File: src/common/host_io_pkg.sv
/*
 Shared constants for the host I/O gate array: register offsets, bit positions,
 reset values, interrupt vectors and timing counts.
 Assumes a single 40 MHz core clock.
*/
package host_io_pkg;
    localparam int CORE_CLK_HZ = 40_000_000;
    localparam int EXT_CLK_HZ = 2_457_600;
    localparam int TICK_HZ = 614_400;
    localparam int PRESCALE_DIV = EXT_CLK_HZ / TICK_HZ;
    localparam logic [1:0] PRESCALE_LAST = 2'(PRESCALE_DIV - 1);
    localparam int SETTLE_US = 1000;
    localparam int SETTLE_CYCLES_DEF = SETTLE_US * (CORE_CLK_HZ / 1_000_000);
    localparam int SETTLE_W = 20;

    localparam logic [3:0] OFS_CAP_LO = 4'h0;
    localparam logic [3:0] OFS_CAP_HI = 4'h1;
    localparam logic [3:0] OFS_LAMP = 4'h2;
    localparam logic [3:0] OFS_IRQ = 4'h4;
    localparam logic [3:0] OFS_SHIFT = 4'h6;
    localparam logic [1:0] SEL_LCD = 2'h2;
    localparam logic [1:0] SEL_SERIAL = 2'h3;

    localparam int BANK_BIT = 0;
    localparam int TRIG_RISE_BIT = 1;
    localparam int TRIG_FALL_BIT = 2;
    localparam int HS_SET_BIT = 0;
    localparam int HS_CLR_BIT = 1;
    localparam int LINE_PWR_BIT = 3;
    localparam int LINE_AUX_BIT = 4;
    localparam int BAUD_BIT = 0;

    localparam int NUM_SRC = 6;
    localparam int SRC_SUBCPU = 0;
    localparam int SRC_SERIAL = 1;
    localparam int SRC_SLAVE = 2;
    localparam int SRC_CAPTURE = 3;
    localparam int SRC_WRAP = 4;
    localparam int SRC_EXPANSION = 5;
    localparam logic [7:0] VEC_TABLE [NUM_SRC] = '{8'hF0, 8'hF2, 8'hF4, 8'hF6, 8'hF8, 8'hFA};
    localparam logic [7:0] NO_VECTOR = 8'hFF;

    localparam logic [7:0] CTRL_RST = 8'h00;
    localparam logic [7:0] LAMP_RST = 8'h00;
    localparam logic [7:0] MASK_RST = 8'h00;
    localparam logic [15:0] COUNT_RST = 16'h0000;
    localparam logic [15:0] COUNT_MAX = 16'hFFFF;
endpackage

File: src/common/shift_link_if.sv
/*
 Carrier between the gate array core and its sub-CPU shift register.
 Assumes both ends run on the same core clock.
*/
`timescale 1ns/1ps
interface shift_link_if;
    logic load;
    logic [7:0] load_data;
    logic [7:0] shift_data;
    logic owner_sub;
    modport host (output load, output load_data, input shift_data, input owner_sub);
    modport shifter (input load, input load_data, output shift_data, output owner_sub);
endinterface

File: src/logic/shift_link.sv
/*
 Serial shift register toward the sub-CPU, clocked by the sub-CPU shift clock.
 Assumes shift clock, serial input and owner select arrive asynchronously.
*/
`timescale 1ns/1ps
module shift_link
    import host_io_pkg::*;
(
    input wire logic core_clk,
    input wire logic rst,
    input wire logic sck_in,
    input wire logic si_in,
    input wire logic owner_in,
    output logic so_out,
    shift_link_if.shifter lk
);
    logic [2:0] meta_reg;
    logic [2:0] sync_reg;
    logic sck_prev_reg;
    logic [7:0] data_reg;
    logic [7:0] data_next;
    logic so_next;
    logic sck_rise;

    always_ff @(posedge core_clk) begin
        if (rst) begin
            meta_reg <= 3'h1; // Shift clock idles high
            sync_reg <= 3'h1;
            sck_prev_reg <= 1'b1;
        end else begin
            meta_reg <= {owner_in, si_in, sck_in};
            sync_reg <= meta_reg;
            sck_prev_reg <= sync_reg[0];
        end
    end

    assign sck_rise = sync_reg[0] & ~sck_prev_reg;
    assign lk.owner_sub = sync_reg[2];
    assign lk.shift_data = data_reg;

    always_comb begin
        data_next = data_reg;
        if (sync_reg[2] && sck_rise) begin
            data_next = {data_reg[6:0], sync_reg[1]};
        end else if (!sync_reg[2] && lk.load) begin
            data_next = lk.load_data;
        end
        so_next = data_next[7];
    end

    always_ff @(posedge core_clk) begin
        if (rst) begin
            data_reg <= 8'h00;
            so_out <= 1'b0;
        end else begin
            data_reg <= data_next;
            so_out <= so_next;
        end
    end
endmodule

File: src/logic/host_io_gate_array.sv
/*
 Main-CPU peripheral gate array: I/O decode, six-source vectored interrupt
 controller, free-running counter with capture, sub-CPU handshake and ports.
 Assumes all pins are asynchronous to core_clk and the CPU strobes last many
 core clock cycles.
*/
`timescale 1ns/1ps
//Contract
// - Six sources, fixed priority, sub-CPU highest
// - Vectors F0, F2, F4, FA for pin sources
// - Vectors F8 wrap, F6 capture
// - One enable bit per source number
// - Status bit per source, shares mask address
// - Acknowledge drives serviced source vector
// - Acknowledge needs opcode fetch and request
// - Dedicated interrupt output toward CPU
// - Divide external clock to counter tick
// - 16-bit counter, bit 0 gives baud
// - Read 00 captures, returns low byte
// - Control bits 1,2 with barcode trigger capture
// - Handshake flag grants host, else interrupts sub-CPU
// - Shift register clocked by sub-CPU shift clock
// - Owner select high gives sub-CPU ownership
// - Bit 0 of 00 drives bank select
// - Bits 0-2 of 02 drive lamps
// - Bits 3,4 line power, inhibit while settling
// - Four address lines, two chip selects
// - Strobes count only with I/O request
// - Bank select low means bank 0
module host_io_gate_array
    import host_io_pkg::*;
#(
    parameter int SETTLE_CYCLES = SETTLE_CYCLES_DEF
)
(
    input wire logic core_clk,
    input wire logic rst,
    input wire logic [3:0] addr_in,
    input wire logic [7:0] db_in,
    output logic [7:0] db_out,
    output logic db_oe,
    input wire logic rd_n,
    input wire logic wr_n,
    input wire logic io_request_strobe_n,
    input wire logic opcode_fetch_cycle_n,
    input wire logic ext_clk_in,
    input wire logic barcode_in,
    input wire logic subcpu_irq_in_n,
    input wire logic serial_ctrl_irq_in_n,
    input wire logic slave_cpu_irq_in_n,
    input wire logic expansion_irq_in_n,
    output logic host_irq_n,
    output logic serial_ctrl_select_n,
    output logic lcd_ctrl_select_n,
    output logic tx_clk_out,
    output logic rx_clk_out,
    output logic bank_select_out,
    output logic shift_lamp_center,
    output logic shift_lamp_upper,
    output logic shift_lamp_lower,
    output logic line_power_out,
    output logic line_aux_out,
    output logic line_driver_inhibit,
    output logic subcpu_irq_out,
    input wire logic sck_in,
    input wire logic si_in,
    input wire logic shift_owner_select,
    output logic so_out
);
    logic [21:0] meta_reg;
    logic [21:0] sync_reg;
    logic rd_prev_reg, wr_prev_reg, ack_prev_reg, ext_prev_reg, bar_prev_reg;
    logic rd_s, wr_s, iorq_s, fetch_s, ext_s, bar_s;
    logic [3:0] irq_s, addr_s;
    logic [7:0] db_s;
    logic rd_act, wr_act, ack_act, rd_start, wr_start, ack_start;

    logic [7:0] ctrl_reg, ctrl_next, lamp_reg, lamp_next, mask_reg, mask_next, db_out_next;
    logic [NUM_SRC-1:0] status_reg, status_next;
    logic ready_reg, ready_next, sub_irq_next, db_oe_next, inhibit_next;
    logic [1:0] prescale_reg, prescale_next;
    logic [15:0] counter_reg, counter_next, capture_reg, capture_next;
    logic [SETTLE_W-1:0] settle_reg, settle_next;
    logic host_irq_next, serial_cs_next, lcd_cs_next, baud_next;
    logic tick, wrap, trig, any_pend, reg_hit;
    logic [NUM_SRC-1:0] ev, pend, clr;
    logic [2:0] sel;
    logic load;

    shift_link_if lk ();
    shift_link u_shift (.core_clk(core_clk), .rst(rst), .sck_in(sck_in), .si_in(si_in),
        .owner_in(shift_owner_select), .so_out(so_out), .lk(lk));

    // Pin synchronisers and strobe history
    always_ff @(posedge core_clk) begin
        if (rst) begin
            meta_reg <= 22'h3FFFFF;
            sync_reg <= 22'h3FFFFF;
            rd_prev_reg <= 1'b0;
            wr_prev_reg <= 1'b0;
            ack_prev_reg <= 1'b0;
            ext_prev_reg <= 1'b1; // Match synchroniser reset level
            bar_prev_reg <= 1'b1;
        end else begin
            meta_reg <= {db_in, addr_in, expansion_irq_in_n, slave_cpu_irq_in_n, serial_ctrl_irq_in_n,
                subcpu_irq_in_n, barcode_in, ext_clk_in, opcode_fetch_cycle_n, io_request_strobe_n, wr_n, rd_n};
            sync_reg <= meta_reg;
            rd_prev_reg <= rd_act;
            wr_prev_reg <= wr_act;
            ack_prev_reg <= ack_act;
            ext_prev_reg <= ext_s;
            bar_prev_reg <= bar_s;
        end
    end

    assign rd_s = sync_reg[0];
    assign wr_s = sync_reg[1];
    assign iorq_s = sync_reg[2];
    assign fetch_s = sync_reg[3];
    assign ext_s = sync_reg[4];
    assign bar_s = sync_reg[5];
    assign irq_s = sync_reg[9:6];
    assign addr_s = sync_reg[13:10];
    assign db_s = sync_reg[21:14];

    assign rd_act = ~rd_s & ~iorq_s & fetch_s;
    assign wr_act = ~wr_s & ~iorq_s;
    assign ack_act = ~fetch_s & ~iorq_s;
    assign rd_start = rd_act & ~rd_prev_reg;
    assign wr_start = wr_act & ~wr_prev_reg;
    assign ack_start = ack_act & ~ack_prev_reg;
    assign lk.load = load;
    assign lk.load_data = db_s;

    always_comb begin
        ctrl_next = ctrl_reg;
        lamp_next = lamp_reg;
        mask_next = mask_reg;
        ready_next = ready_reg;
        capture_next = capture_reg;
        db_out_next = db_out;
        prescale_next = prescale_reg;
        counter_next = counter_reg;
        load = 1'b0;
        tick = 1'b0;
        clr = '0;
        sel = 3'd0;
        any_pend = 1'b0;
        // Prescaler on external clock edges
        if (ext_s && !ext_prev_reg) begin
            if (prescale_reg == PRESCALE_LAST) begin
                prescale_next = 2'h0;
                tick = 1'b1;
                counter_next = counter_reg + 16'h0001;
            end else begin
                prescale_next = prescale_reg + 2'h1;
            end
        end
        wrap = tick && (counter_reg == COUNT_MAX);
        trig = (ctrl_reg[TRIG_RISE_BIT] & bar_s & ~bar_prev_reg)
            | (ctrl_reg[TRIG_FALL_BIT] & ~bar_s & bar_prev_reg);
        if (trig) begin
            capture_next = counter_reg;
        end
        // Source events, pin requests active low
        ev = '0;
        ev[SRC_SUBCPU] = ~irq_s[0];
        ev[SRC_SERIAL] = ~irq_s[1];
        ev[SRC_SLAVE] = ~irq_s[2];
        ev[SRC_EXPANSION] = ~irq_s[3];
        ev[SRC_CAPTURE] = trig;
        ev[SRC_WRAP] = wrap;
        pend = status_reg & mask_reg[NUM_SRC-1:0];
        for (int i = NUM_SRC - 1; i >= 0; i--) begin
            if (pend[i]) begin
                sel = 3'(i);
                any_pend = 1'b1;
            end
        end
        if (ack_start) begin
            db_out_next = any_pend ? VEC_TABLE[sel] : NO_VECTOR;
            if (any_pend) begin
                clr[sel] = 1'b1;
            end
        end
        reg_hit = (addr_s == OFS_CAP_LO) || (addr_s == OFS_CAP_HI) || (addr_s == OFS_LAMP)
            || (addr_s == OFS_IRQ) || (addr_s == OFS_SHIFT);
        if (rd_start) begin
            unique case (addr_s)
                OFS_CAP_LO: begin
                    capture_next = counter_reg;
                    db_out_next = counter_reg[7:0];
                end
                OFS_CAP_HI: db_out_next = capture_reg[15:8];
                OFS_LAMP: db_out_next = lamp_reg;
                OFS_IRQ: db_out_next = {ready_reg, 1'b0, status_reg};
                OFS_SHIFT: db_out_next = lk.shift_data;
                default: db_out_next = 8'h00;
            endcase
        end
        if (wr_start) begin
            unique case (addr_s)
                OFS_CAP_LO: ctrl_next = db_s;
                OFS_CAP_HI: begin
                    if (db_s[HS_CLR_BIT]) begin
                        ready_next = 1'b0;
                    end else if (db_s[HS_SET_BIT]) begin
                        ready_next = 1'b1;
                    end
                end
                OFS_LAMP: lamp_next = db_s;
                OFS_IRQ: mask_next = db_s;
                OFS_SHIFT: load = ready_reg & ~lk.owner_sub;
                default: ;
            endcase
        end
        status_next = (status_reg & ~clr) | ev;
        host_irq_next = ~|pend;
        sub_irq_next = ~ready_next;
        db_oe_next = (rd_act & reg_hit) | ack_act;
        serial_cs_next = ~((rd_act | wr_act) && addr_s[3:2] == SEL_SERIAL);
        lcd_cs_next = ~((rd_act | wr_act) && addr_s[3:2] == SEL_LCD);
        baud_next = counter_reg[BAUD_BIT];
        if (!lamp_reg[LINE_PWR_BIT]) begin
            settle_next = '0;
        end else if (settle_reg < SETTLE_W'(SETTLE_CYCLES)) begin
            settle_next = settle_reg + SETTLE_W'(1);
        end else begin
            settle_next = settle_reg;
        end
        inhibit_next = (settle_next < SETTLE_W'(SETTLE_CYCLES));
    end

    always_ff @(posedge core_clk) begin
        if (rst) begin
            ctrl_reg <= CTRL_RST;
            lamp_reg <= LAMP_RST;
            mask_reg <= MASK_RST;
            status_reg <= '0;
            ready_reg <= 1'b0;
            subcpu_irq_out <= 1'b1;
            prescale_reg <= 2'd0;
            counter_reg <= COUNT_RST;
            capture_reg <= COUNT_RST;
            db_out <= 8'h00;
            db_oe <= 1'b0;
            settle_reg <= '0;
            line_driver_inhibit <= 1'b1;
            host_irq_n <= 1'b1;
            serial_ctrl_select_n <= 1'b1;
            lcd_ctrl_select_n <= 1'b1;
            tx_clk_out <= 1'b0;
            rx_clk_out <= 1'b0;
        end else begin
            ctrl_reg <= ctrl_next;
            lamp_reg <= lamp_next;
            mask_reg <= mask_next;
            status_reg <= status_next;
            ready_reg <= ready_next;
            subcpu_irq_out <= sub_irq_next;
            prescale_reg <= prescale_next;
            counter_reg <= counter_next;
            capture_reg <= capture_next;
            db_out <= db_out_next;
            db_oe <= db_oe_next;
            settle_reg <= settle_next;
            line_driver_inhibit <= inhibit_next;
            host_irq_n <= host_irq_next;
            serial_ctrl_select_n <= serial_cs_next;
            lcd_ctrl_select_n <= lcd_cs_next;
            tx_clk_out <= baud_next;
            rx_clk_out <= baud_next;
        end
    end

    assign bank_select_out = ctrl_reg[BANK_BIT];
    assign shift_lamp_center = lamp_reg[0];
    assign shift_lamp_upper = lamp_reg[1];
    assign shift_lamp_lower = lamp_reg[2];
    assign line_power_out = lamp_reg[LINE_PWR_BIT];
    assign line_aux_out = lamp_reg[LINE_AUX_BIT];
endmodule

File: config.mk
export PLATFORM = sky130hd
export DESIGN_NAME = host_io_gate_array
export DESIGN_NICKNAME = d
export VERILOG_FILES = /design/src/common/host_io_pkg.sv /design/src/common/shift_link_if.sv /design/src/logic/shift_link.sv /design/src/logic/host_io_gate_array.sv
export SDC_FILE = /design/constraint.sdc
export NUM_CORES = 1
export LEC_CHECK = 0
export ABC_AREA = 1
export BUFFER_PORTS_ARGS = -buffer_cell sky130_fd_sc_hd__buf_2
export CORE_MARGIN = 2
export CORE_UTILIZATION = 35
export CTS_BUF_LIST = sky130_fd_sc_hd__clkbuf_4 sky130_fd_sc_hd__clkbuf_8
export DETAILED_ROUTE_END_ITERATION = 8
export SETUP_SLACK_MARGIN = 0.15
export SYNTH_ARGS = -nofsm -noshare
export SYNTH_HDL_FRONTEND = slang
export SYNTH_HIERARCHICAL = 1
export SYNTH_SLANG_ARGS = --single-unit
File: constraint.sdc
create_clock -name core_clk -period 2.4 [get_ports core_clk]
set_clock_uncertainty 0.15 [all_clocks]
set_input_delay 0.36 -clock core_clk [delete_from_list [all_inputs] [get_ports core_clk]]
set_output_delay 0.36 -clock core_clk [all_outputs]
set_load 0.03 [all_outputs]
# [After elaboration in Yosys (flattened, before gate mapping)]
# Memory sizes are Yosys's and may differ from the RTL's.
# Cells that the tools add are included.
[classes] n_addsub=3 n_lt_le_gt_ge=5 n_eq_ne=8 mux=38 bitwise=40 n_reduce_logical=22
[op_table] op="8-bit 2-to-1 mux" n=7
[op_table] op="16-bit 2-to-1 mux" n=3
[op_table] op="20-bit by 16-bit less-than comparator with 1-bit output (second input constant)" n=2
[op_table] op="20-bit 2-to-1 mux" n=2
[op_table] op="8-bit one-hot mux with 5 select lines" n=1
[op_table] op="20-bit by 1-bit adder with 20-bit output (second input constant)" n=1
[op_table] op="3-bit 2-to-1 mux" n=6
[op_table] op="1-bit NOT" n=18
[op_table] op="16-bit by 1-bit adder with 16-bit output (second input constant)" n=1
[op_table] op="16-bit equality test (second input constant)" n=1
[op_table] op="1-bit 2-to-1 mux" n=15
[op_table] op="1-bit AND" n=14
[op_table] op="6-bit AND" n=2
[op_table] op="6-bit 2-to-1 mux" n=2
[op_table] op="4-bit by 3-bit equality test with 1-bit output (second input constant)" n=2
[op_table] op="2-bit AND reduction" n=4
[op_table] op="1-bit logical AND" n=7
[op_table] op="2-bit equality test (second input constant)" n=3
[op_table] op="6-bit NOT" n=1
[op_table] op="6-bit OR" n=1
[op_table] op="6-bit OR reduction" n=1
[op_table] op="4-bit by 1-bit equality test with 1-bit output (second input constant)" n=1
[op_table] op="4-bit by 2-bit equality test with 1-bit output (second input constant)" n=1
[op_table] op="4-bit greater-or-equal comparator (second input constant)" n=1
[op_table] op="11 further kinds" n=19
[totals] ff_bits=157 romBits=64 output_inout_bits=23 word_cells=146 memories=1
[memory_table] memory="(no name shown)" words=8 word_bits=8 rd=1 rd_clocked_by_memory_dff=0 write_ports=0 line="host_io_gate_array.sv:181" rtl="db_out_next = any_pend ? VEC_TABLE[sel] : NO_VECTOR;"

# [Longest topological paths before layout]
# Gate-level depths: netlist of run 1.
[logic_depth] depth_word=16 mapped_depth=14 ltp_nobuf=14

# [Cells and area by module]
# Netlist of run 1, hierarchy kept.
[by_module_without_submodules] mod="host_io_gate_array" instances=1 cells_per_inst=679 area_each_um2=5340.1
[by_module_without_submodules] mod="shift_link" instances=1 cells_per_inst=92 area_each_um2=673.1

# [Worst setup path after synthesis of run 1]
# No wires, ideal clock.
[synth_timing] path_type="reg2reg" from="reg sync_reg[13] (netlist name)" to="reg u_shift.data_reg[0] (netlist: u_shift/lk.shift_data[0])" setup_time_ns=0.117 arrival_time_ns=1.527 setup_slack_ns=0.606 stages_incl_launch_ff=11 path_buffers=0 cell_sequence="dfxtp_1 inv_1 nand2_1 nor2_2 inv_1 nor4_1 nand2_4 nand2_4 nor2_1 nor2_1 nor2_1"
[synth_lines] element="end signal, assigned" line="shift_link.sv:56" rtl="data_reg <= data_next;"
[synth_lines] element="end, declared" line="shift_link.sv:20" rtl="logic [7:0] data_reg;"

# [Worst setup path in the final report of run 1]
[layout_timing] from="reg settle_reg[0]" to="reg line_driver_inhibit"
[layout_via] elab_chain_len=4 word_cells_on_any_way=5 cone_classes="add/sub: 1; order compare: 2; mux: 2"
[layout_rtl] element="start, declared" line="host_io_gate_array.sv:83" rtl="logic [SETTLE_W-1:0] settle_reg, settle_next;"
[layout_rtl] element="start signal, assigned" line="host_io_gate_array.sv:266" rtl="settle_reg <= settle_next;"
[layout_rtl] element="20-bit by 1-bit adder with 20-bit output / 20-bit by 16-bit less-than comparator with 1-bit output (equally long branches)" line="host_io_gate_array.sv:227, host_io_gate_array.sv:226"
[layout_rtl] element="20-bit 2-to-1 mux (*)" line="host_io_gate_array.sv:226" rtl="end else if (settle_reg < SETTLE_W'(SETTLE_CYCLES)) begin"
[layout_rtl] element="20-bit 2-to-1 mux (*)" line="host_io_gate_array.sv:224" rtl="if (!lamp_reg[LINE_PWR_BIT]) begin"
[layout_rtl] element="20-bit by 16-bit less-than comparator with 1-bit output (*)" line="host_io_gate_array.sv:231" rtl="inhibit_next = (settle_next < SETTLE_W'(SETTLE_CYCLES));"
[layout_rtl] element="end signal, assigned" line="host_io_gate_array.sv:267" rtl="line_driver_inhibit <= inhibit_next;"
[layout_rtl] element="end, declared" line="host_io_gate_array.sv:63" rtl="output logic line_driver_inhibit,"
# Mark *: on every way between the ends. The rest lies on a longest branch, timed or not.
# A chain may end at the register's enable or synchronous reset.

==> reports/results.tsv, run 1 <==
metric	value	unit
CP Class	flip-flop to flip-flop	
pin count of the biggest net entering global routing	51	
Netlist cell types	46	
CP Launch Type	flip-flop	
Num CTS Buffers	17	
Power Dens Cells	627	nW/um^2
origin of the critical flop-to-flop path	settle_reg[0]$_SDFFE_PP0N_	
Yosys reg bits	149	
Synth warnings	6	
status	completed	
Antenna diodes	0	
vias	4969	
Detail Route Antenna Nets	0	
Hold EP	counter_reg[8]$_SDFFE_PP0P_	
Crit path largest cell delay	390	ps
Layout area overhead	17.8	%
drt drc	0	
final setup vio count	0	
post-layout min period	1940	ps
GPL Wtd Cong	0.879	
Min-Delay Path Depth	3	
clock power share	39.1	%
HP Class	input pin to flip-flop	
Die Y	135	um
DRT Pass-1 Iters	5	
Worst path most repeated cell	nand2_1	
post-DP HPWL	9500	um
sw frac	24.3	%
most frequent cells in the layout	dfxtp_1 (149), nand2_1 (134), nor2_1 (111)	
synthesized area per cell	7.80	um^2
Comb power frac	3.6	%
reg2reg path depth	14	
share of cells above drive strength 1	19.4	%
fin. max-slew vios	0	
Initial Util	36.0	%
total negative slack	0	ps
worst endpoint required time	2580	ps
fmax	514	MHz
first-pass GRT wire length	22400	um
clock sinks	149	
Critical Path, Cell by Cell	ha_1, nand3_1, nor2_1, nand3_1, nand2_1, nand2_1, nand2_1, nand2_1, nand2_1, nand2_1, inv_1, nand3_1, nand2_1, nand2_1	
row count	47	
final design area excluding fillers	7080	um^2
mapped cell area	6010	um^2
RR Endpoint	line_driver_inhibit$_SDFF_PP1_	
worst-skew pair later-pin latency	450	ps
Max IR drop VDD	0.561	mV
internal reg-to-reg setup slack	460	ps
synthesized instance count	771	
CORE AREA	16700	um^2
initial antenna violation count	0	
initial DRC count	342	
final WL	13400	um
clock tree buffer depth	2	
Port Buffers	49	
clk root buf	clkbuf_8	
slowest CP cell	dfxtp_1	
# fillers	1727	
hold violation count in the final report	0	
Routed wire per std cell	12.4	um
Critical Path AT	2130	ps
die area	18200	um^2
Leak	2.96	nW
Worst Tran Pin Value	464	ps
All-Layer GR Usage	15.6	%
H-tree depth	4	
RSZ-0062 raised after global routing	false	
syn nets	801	
global route total overflow	0	
endpoint type of the worst setup path	flip-flop	
Max Cap Viol	0	
leading cell type in the layout, fill and taps excluded	dfxtp_1	
setup repair bufs after CTS	0	
sequential fraction of the synthesis area	49.6	%
# IOs	50	
Overall Power	4.44	mW
Final Util	42.4	%
Int Power	3.36	mW
via-per-instance ratio	4.59	
Reg power frac	57.4	%
critical-path maximum fanout	5	
number of global-route vias before repair	4545	
Final #Nets	881	
Slew HR	68.9	%
switching power	1.08	mW
worst hold start	rst	
Post-DP Area	6470	um^2
Die Wd	135	um
clk slew on worst S/H paths	90	ps
fin crit share	81.0	%
CTS tree	built	
[cell type report]
cell class              count  area, um^2  area share, %
clock buffers              19         255           3.60
clock inverters            12        97.6           1.38
inverters                  86         328           4.63
multi-input cells         514        2580           36.4
flip-flops and latches    149        2980           42.1
well taps                 220         275           3.89
repair buffers             83         563           7.95
[kinds of logic (layout without fill, tap and decap cells)]
kind of cell / count (synthesis) / in the layout / share of synthesized area [%]
AOI/OAI and AO/OA: 132 / 132 / 12.0
xor gates and xnor gates: 5 / 5 / 0.728
adders and majority gates: 3 / 3 / 0.624
buffers and inverters: 108 / 200 / 7.70
DFF: 149 / 149 / 49.6
and+or+nand+nor: 374 / 374 / 29.4
[cells in the mapped netlist, drive strengths merged]
cell type / instances / share of area, %
a22o: 1 / 0.15
buf: 8 / 1.0
o211a: 1 / 0.17
xor2: 2 / 0.29
nand2: 140 / 9.3
o2111ai: 1 / 0.15
o21bai: 1 / 0.12
nand4: 20 / 2.2
clkinv: 2 / 0.12
nand3: 31 / 3.0
nor4: 3 / 0.56
or2: 48 / 5.0
inv: 84 / 5.3
nor3b: 2 / 0.25
ha: 3 / 0.62
o21a: 2 / 0.25
dfxtp: 149 / 50
and2: 1 / 0.10
nor3: 8 / 0.67
a211oi: 1 / 0.12
o21ai: 58 / 4.9
a21oi: 57 / 4.9
clkbuf: 14 / 1.2
nand3b: 1 / 0.12
a221oi: 3 / 0.44
xnor2: 3 / 0.44
o211ai: 2 / 0.25
a31oi: 5 / 0.52
nor2: 120 / 8.2
[critical path, delay by kind of cell, from the launching register on]
kind                     cells  cell delay (ps)
buffers and inverters        1               60
adder cells (fa/ha/maj)      1              180
flip-flops                   1              390
AND/OR/NAND/NOR             12             1040
[through the flow]
step | hold slack (ps) | setup slack, ps | std cells
after floorplan | 238 | 606 | 771
after global placement | 240 | 400 | 1027
after detailed placement | 243 | 385 | 1027
after CTS | 193 | 370 | 1083
after global routing | 195 | 191 | 1083
final | 207 | 455 | 1083
[layer usage]
metal	vias up	track usage, %	share of wire (%)	routed length (um)
met1	2212	21.0	48	6510
met2	108	24.5	46	6180
met5	-	0	0	0
met4	0	5.15	0.99	133
li1	2638	-	-	-
met3	11	3.98	4.5	609
[power groups by stage]
stage	sequential, mW	combinational, mW	clock, mW
3_5_place_dp	2.60	0.128	0
2_1_floorplan	2.60	0.0838	0
4_1_cts	2.55	0.159	1.78
6_report	2.55	0.158	1.73
3_3_place_gp	2.61	0.126	0
5_1_grt	2.55	0.176	1.91
[worst max path at each step]
stage                                           from                               endpoint  slack (ps)
after global routing         sync_reg[13]$_SDFF_PP1_  u_shift/lk.shift_data[7]$_SDFFE_PP0P_         190
after global placement       sync_reg[13]$_SDFF_PP1_  u_shift/lk.shift_data[7]$_SDFFE_PP0P_         400
after CTS                    sync_reg[10]$_SDFF_PP1_  u_shift/lk.shift_data[7]$_SDFFE_PP0P_         370
final                     settle_reg[0]$_SDFFE_PP0N_         line_driver_inhibit$_SDFF_PP1_         460
after floorplan              sync_reg[13]$_SDFF_PP1_  u_shift/lk.shift_data[0]$_SDFFE_PP0P_         610
after detailed placement     sync_reg[13]$_SDFF_PP1_  u_shift/lk.shift_data[5]$_SDFFE_PP0P_         380
[timing repair]
action,in CTS,in global routing
setup endpoints to repair,0,6
hold buffers,25,0
gates resized for setup,0,2
endpoints found under the hold margin,25,0
(Power assumes the default switching activity.)
==> inputs of run 2 (changes only) <==
--- a/config.mk
+++ b/config.mk
@@ -5,7 +5,7 @@
 export SDC_FILE = /design/constraint.sdc
 export NUM_CORES = 1
 export LEC_CHECK = 0
-export ABC_AREA = 1
+export ABC_AREA = 0
 export BUFFER_PORTS_ARGS = -buffer_cell sky130_fd_sc_hd__buf_2
 export CORE_MARGIN = 2
 export CORE_UTILIZATION = 35
==> constraint.sdc (replaced) <==
create_clock -name core_clk -period 1.9 [get_ports core_clk]
set_clock_uncertainty 0.15 [all_clocks]
set_input_delay 0.285 -clock core_clk [delete_from_list [all_inputs] [get_ports core_clk]]
set_output_delay 0.285 -clock core_clk [all_outputs]
set_load 0.03 [all_outputs]
==> run 2 against run 1 <==
Net effect: the run now ends with negative setup slack left; fmax grew 2.1%; clock power grew 39%; design area grew 7.4%; critical path depth shrank 7; register-to-register slack lost 460 ps; synthesized area shrank 5.8%; worst setup slack lost 460 ps; first-iteration DRC count shrank 21%; critical endpoint is now settle_reg[4]$_SDFFE_PP0N_; combinational power grew 30%; cell count shrank 12%; non-clock buffer count grew 48.
==> reports/results.tsv, run 2 <==
metric	value	unit	change
fin. max-slew vios	0		unchanged
post-layout min period	1910	ps	-39.6 ps
via-per-instance ratio	4.89		+6.7%
Critical Path, Cell by Cell	nor4_4, buf_4, buf_6, nand2_4, a21o_4, or3_4, a21oi_2		
HP Class	flip-flop to flip-flop		
drt drc	0		unchanged
Final #Nets	750		-15%
Die Y	131	um	-2.9%
Num CTS Buffers	17		unchanged
clk slew on worst S/H paths	80	ps	about the same
CP Launch Type	flip-flop		
status	finished with violations		
Post-synth top cells	dfxtp_1 (149), nor2_1 (58), nand2_1 (51), or2_2 (51), a21oi_1 (42)		
row count	46		-2.1%
worst endpoint required time	2140	ps	-440 ps
Final Util	48.1	%	+5.7 points
mapped cell area	5670	um^2	-5.8%
die area	17200	um^2	-5.6%
number of flops mapped to enable cells by yosys	0		unchanged
Synth warnings	6		unchanged
initial antenna violation count	0		unchanged
Antenna diodes	0		unchanged
Post-Layout Cell Count	949		-12%
Max IR drop VDD	0.512	mV	-8.6%
crit path buf inv count	2		+1
Async SR Flop Fraction	0	%	unchanged
CTS tree	built		
Netlist cell types	53		+15%
violated checks	negative setup slack		
pin count of the biggest net entering global routing	62		+22%
first-pass GRT wire length	21300	um	-4.7%
post-DP HPWL	8830	um	-7.1%
slowest CP cell	dfxtp_2		
Leak	2.81	nW	-4.8%
GPL Wtd Cong	0.900		+2.4%
Detail Route Antenna Nets	0		unchanged
# IOs	50		unchanged
initial DRC count	270		-21%
synthesized area per cell	9.43	um^2	+21%
fmax	525	MHz	+2.1%
syn nets	631		-21%
Port Buffers	49		unchanged
vias	4645		-6.5%
final setup vio count	2		+2
Worst Tran Pin Value	537	ps	+73.3 ps
Initial Util	35.8	%	-0.21 points
Synth top area share	52.7	%	+3.0 points
endpoint type of the worst setup path	flip-flop		
synthesized instance count	601		-22%
All-Layer GR Usage	15.4	%	-0.20 points
CP Class	flip-flop to flip-flop		
CORE AREA	15800	um^2	-5.2%
Yosys reg bits	149		unchanged
clk root buf	clkbuf_8		
H-tree depth	4		unchanged
Layout area overhead	34.3	%	
clock sinks	149		unchanged
critical-path maximum fanout	7		+2
Routed wire per std cell	14.3	um	+15%
leading cell type in the layout, fill and taps excluded	dfxtp_1		
Crit path largest cell delay	340	ps	-50 ps
Critical Path AT	2150	ps	+20 ps
final design area excluding fillers	7610	um^2	+7.4%
post-synth top area cell	dfxtp_1		
Die Wd	131	um	-2.9%
predominant post-synthesis flop cell	dfxtp_1		
share of cells above drive strength 1	37.8	%	+18 points
final setup margin	-5.16	ps	-460 ps
Area contributors post-synth	dfxtp_1 (53%), or2_2 (5.6%), nor2_1 (3.8%)		
final WL	13600	um	+1.1%
DRT Pass-1 Iters	4		-1
Power Dens Cells	766	nW/um^2	+22%
Setup WS pre-CTS	-41.0	ps	-426 ps
CP top delay family	simple AND/OR/NAND/NOR gates		
worst hold slack	254	ps	+47.0 ps
RSZ-0062 raised after global routing	true		
most frequent cells in the layout	dfxtp_1 (137), nor2_1 (49), or2_2 (49)		
Slew HR	63.3	%	-5.7 points
sequential fraction of the synthesis area	52.7	%	+3.0 points
hold violation count in the final report	0		unchanged
Post-DP Area	6350	um^2	-1.8%
number of global-route vias before repair	4365		-4.0%
Inst Count DP	865		-16%
global route total overflow	0		unchanged
clock tree buffer depth	2		unchanged
worst-skew pair later-pin latency	460	ps	about the same
top-count cell post-synth	dfxtp_1		
fin crit share	100	%	+19 points
Max Cap Viol	0		unchanged
run 2: where the power goes:
group | internal, mW | switching [mW]
Sequential | 3.18 | 0.0420
Clock | 1.23 | 1.18
Combinational | 0.116 | 0.0903
run 2: cell families after synthesis:
family / count (synthesis) / share of synthesized area, %
and+or+nand+nor: 273 / 25.1
DFF: 149 / 52.7
xor gates and xnor gates: 25 / 3.86
AOI/OAI and AO/OA: 103 / 12.6
adders and majority gates: 3 / 0.663
buffers and inverters: 36 / 2.98
muxes: 12 / 2.14
run 2: area by class of cell:
class,instances,area [um^2]
clock buffers,19,262
flip-flops and latches,149,3010
repair buffers,131,1010
multi-input cells,416,2910
well taps,216,270
fillers,1448,8220
clock inverters,13,131
inverters,5,18.8
run 2: routing by layer:
metal  up-vias  GRT usage, %  routed length [um]
met5         -             0                   0
met4         0          6.82                 269
met3        27          3.70                 661
met2       131          25.2                6660
met1      2187          19.3                6000
li1       2300             -                   -
run 2: timing repair:
item                                    4_1_cts  5_1_grt
hold endpoints to repair                     26        0
hold buffers                                 26        0
endpoints found under the setup margin       31       57
gates resized for setup                      34       62
setup buffers                                11       15
pin swaps                                    20       36
run 2: worst paths after layout:
| kind | from | end | slack, ps | cells past startpoint |
|---|---|---|---|---|
| worst max register to register | settle_reg[17]$_SDFF_PP0_ | settle_reg[4]$_SDFFE_PP0N_ | -5 | 7 |
| worst min-delay path | sync_reg[9]$_SDFF_PP1_ | status_reg[5]$_SDFF_PP0_ | 250 | 1 |
| worst min register to register | sync_reg[9]$_SDFF_PP1_ | status_reg[5]$_SDFF_PP0_ | 250 | 1 |
| worst max-delay path | settle_reg[17]$_SDFF_PP0_ | settle_reg[4]$_SDFFE_PP0N_ | -5 | 7 |
run 2: through the flow:
| step | total power, mW | setup TNS (ps) |
|---|---|---|
| 6_report | 5.83 | -9.11 |
| 5_1_grt | 6.08 | -466 |
| 4_1_cts | 5.89 | -10.4 |
| 3_5_place_dp | 3.45 | -53.0 |
| 3_3_place_gp | 3.44 | 0 |
| 2_1_floorplan | 3.38 | 0 |
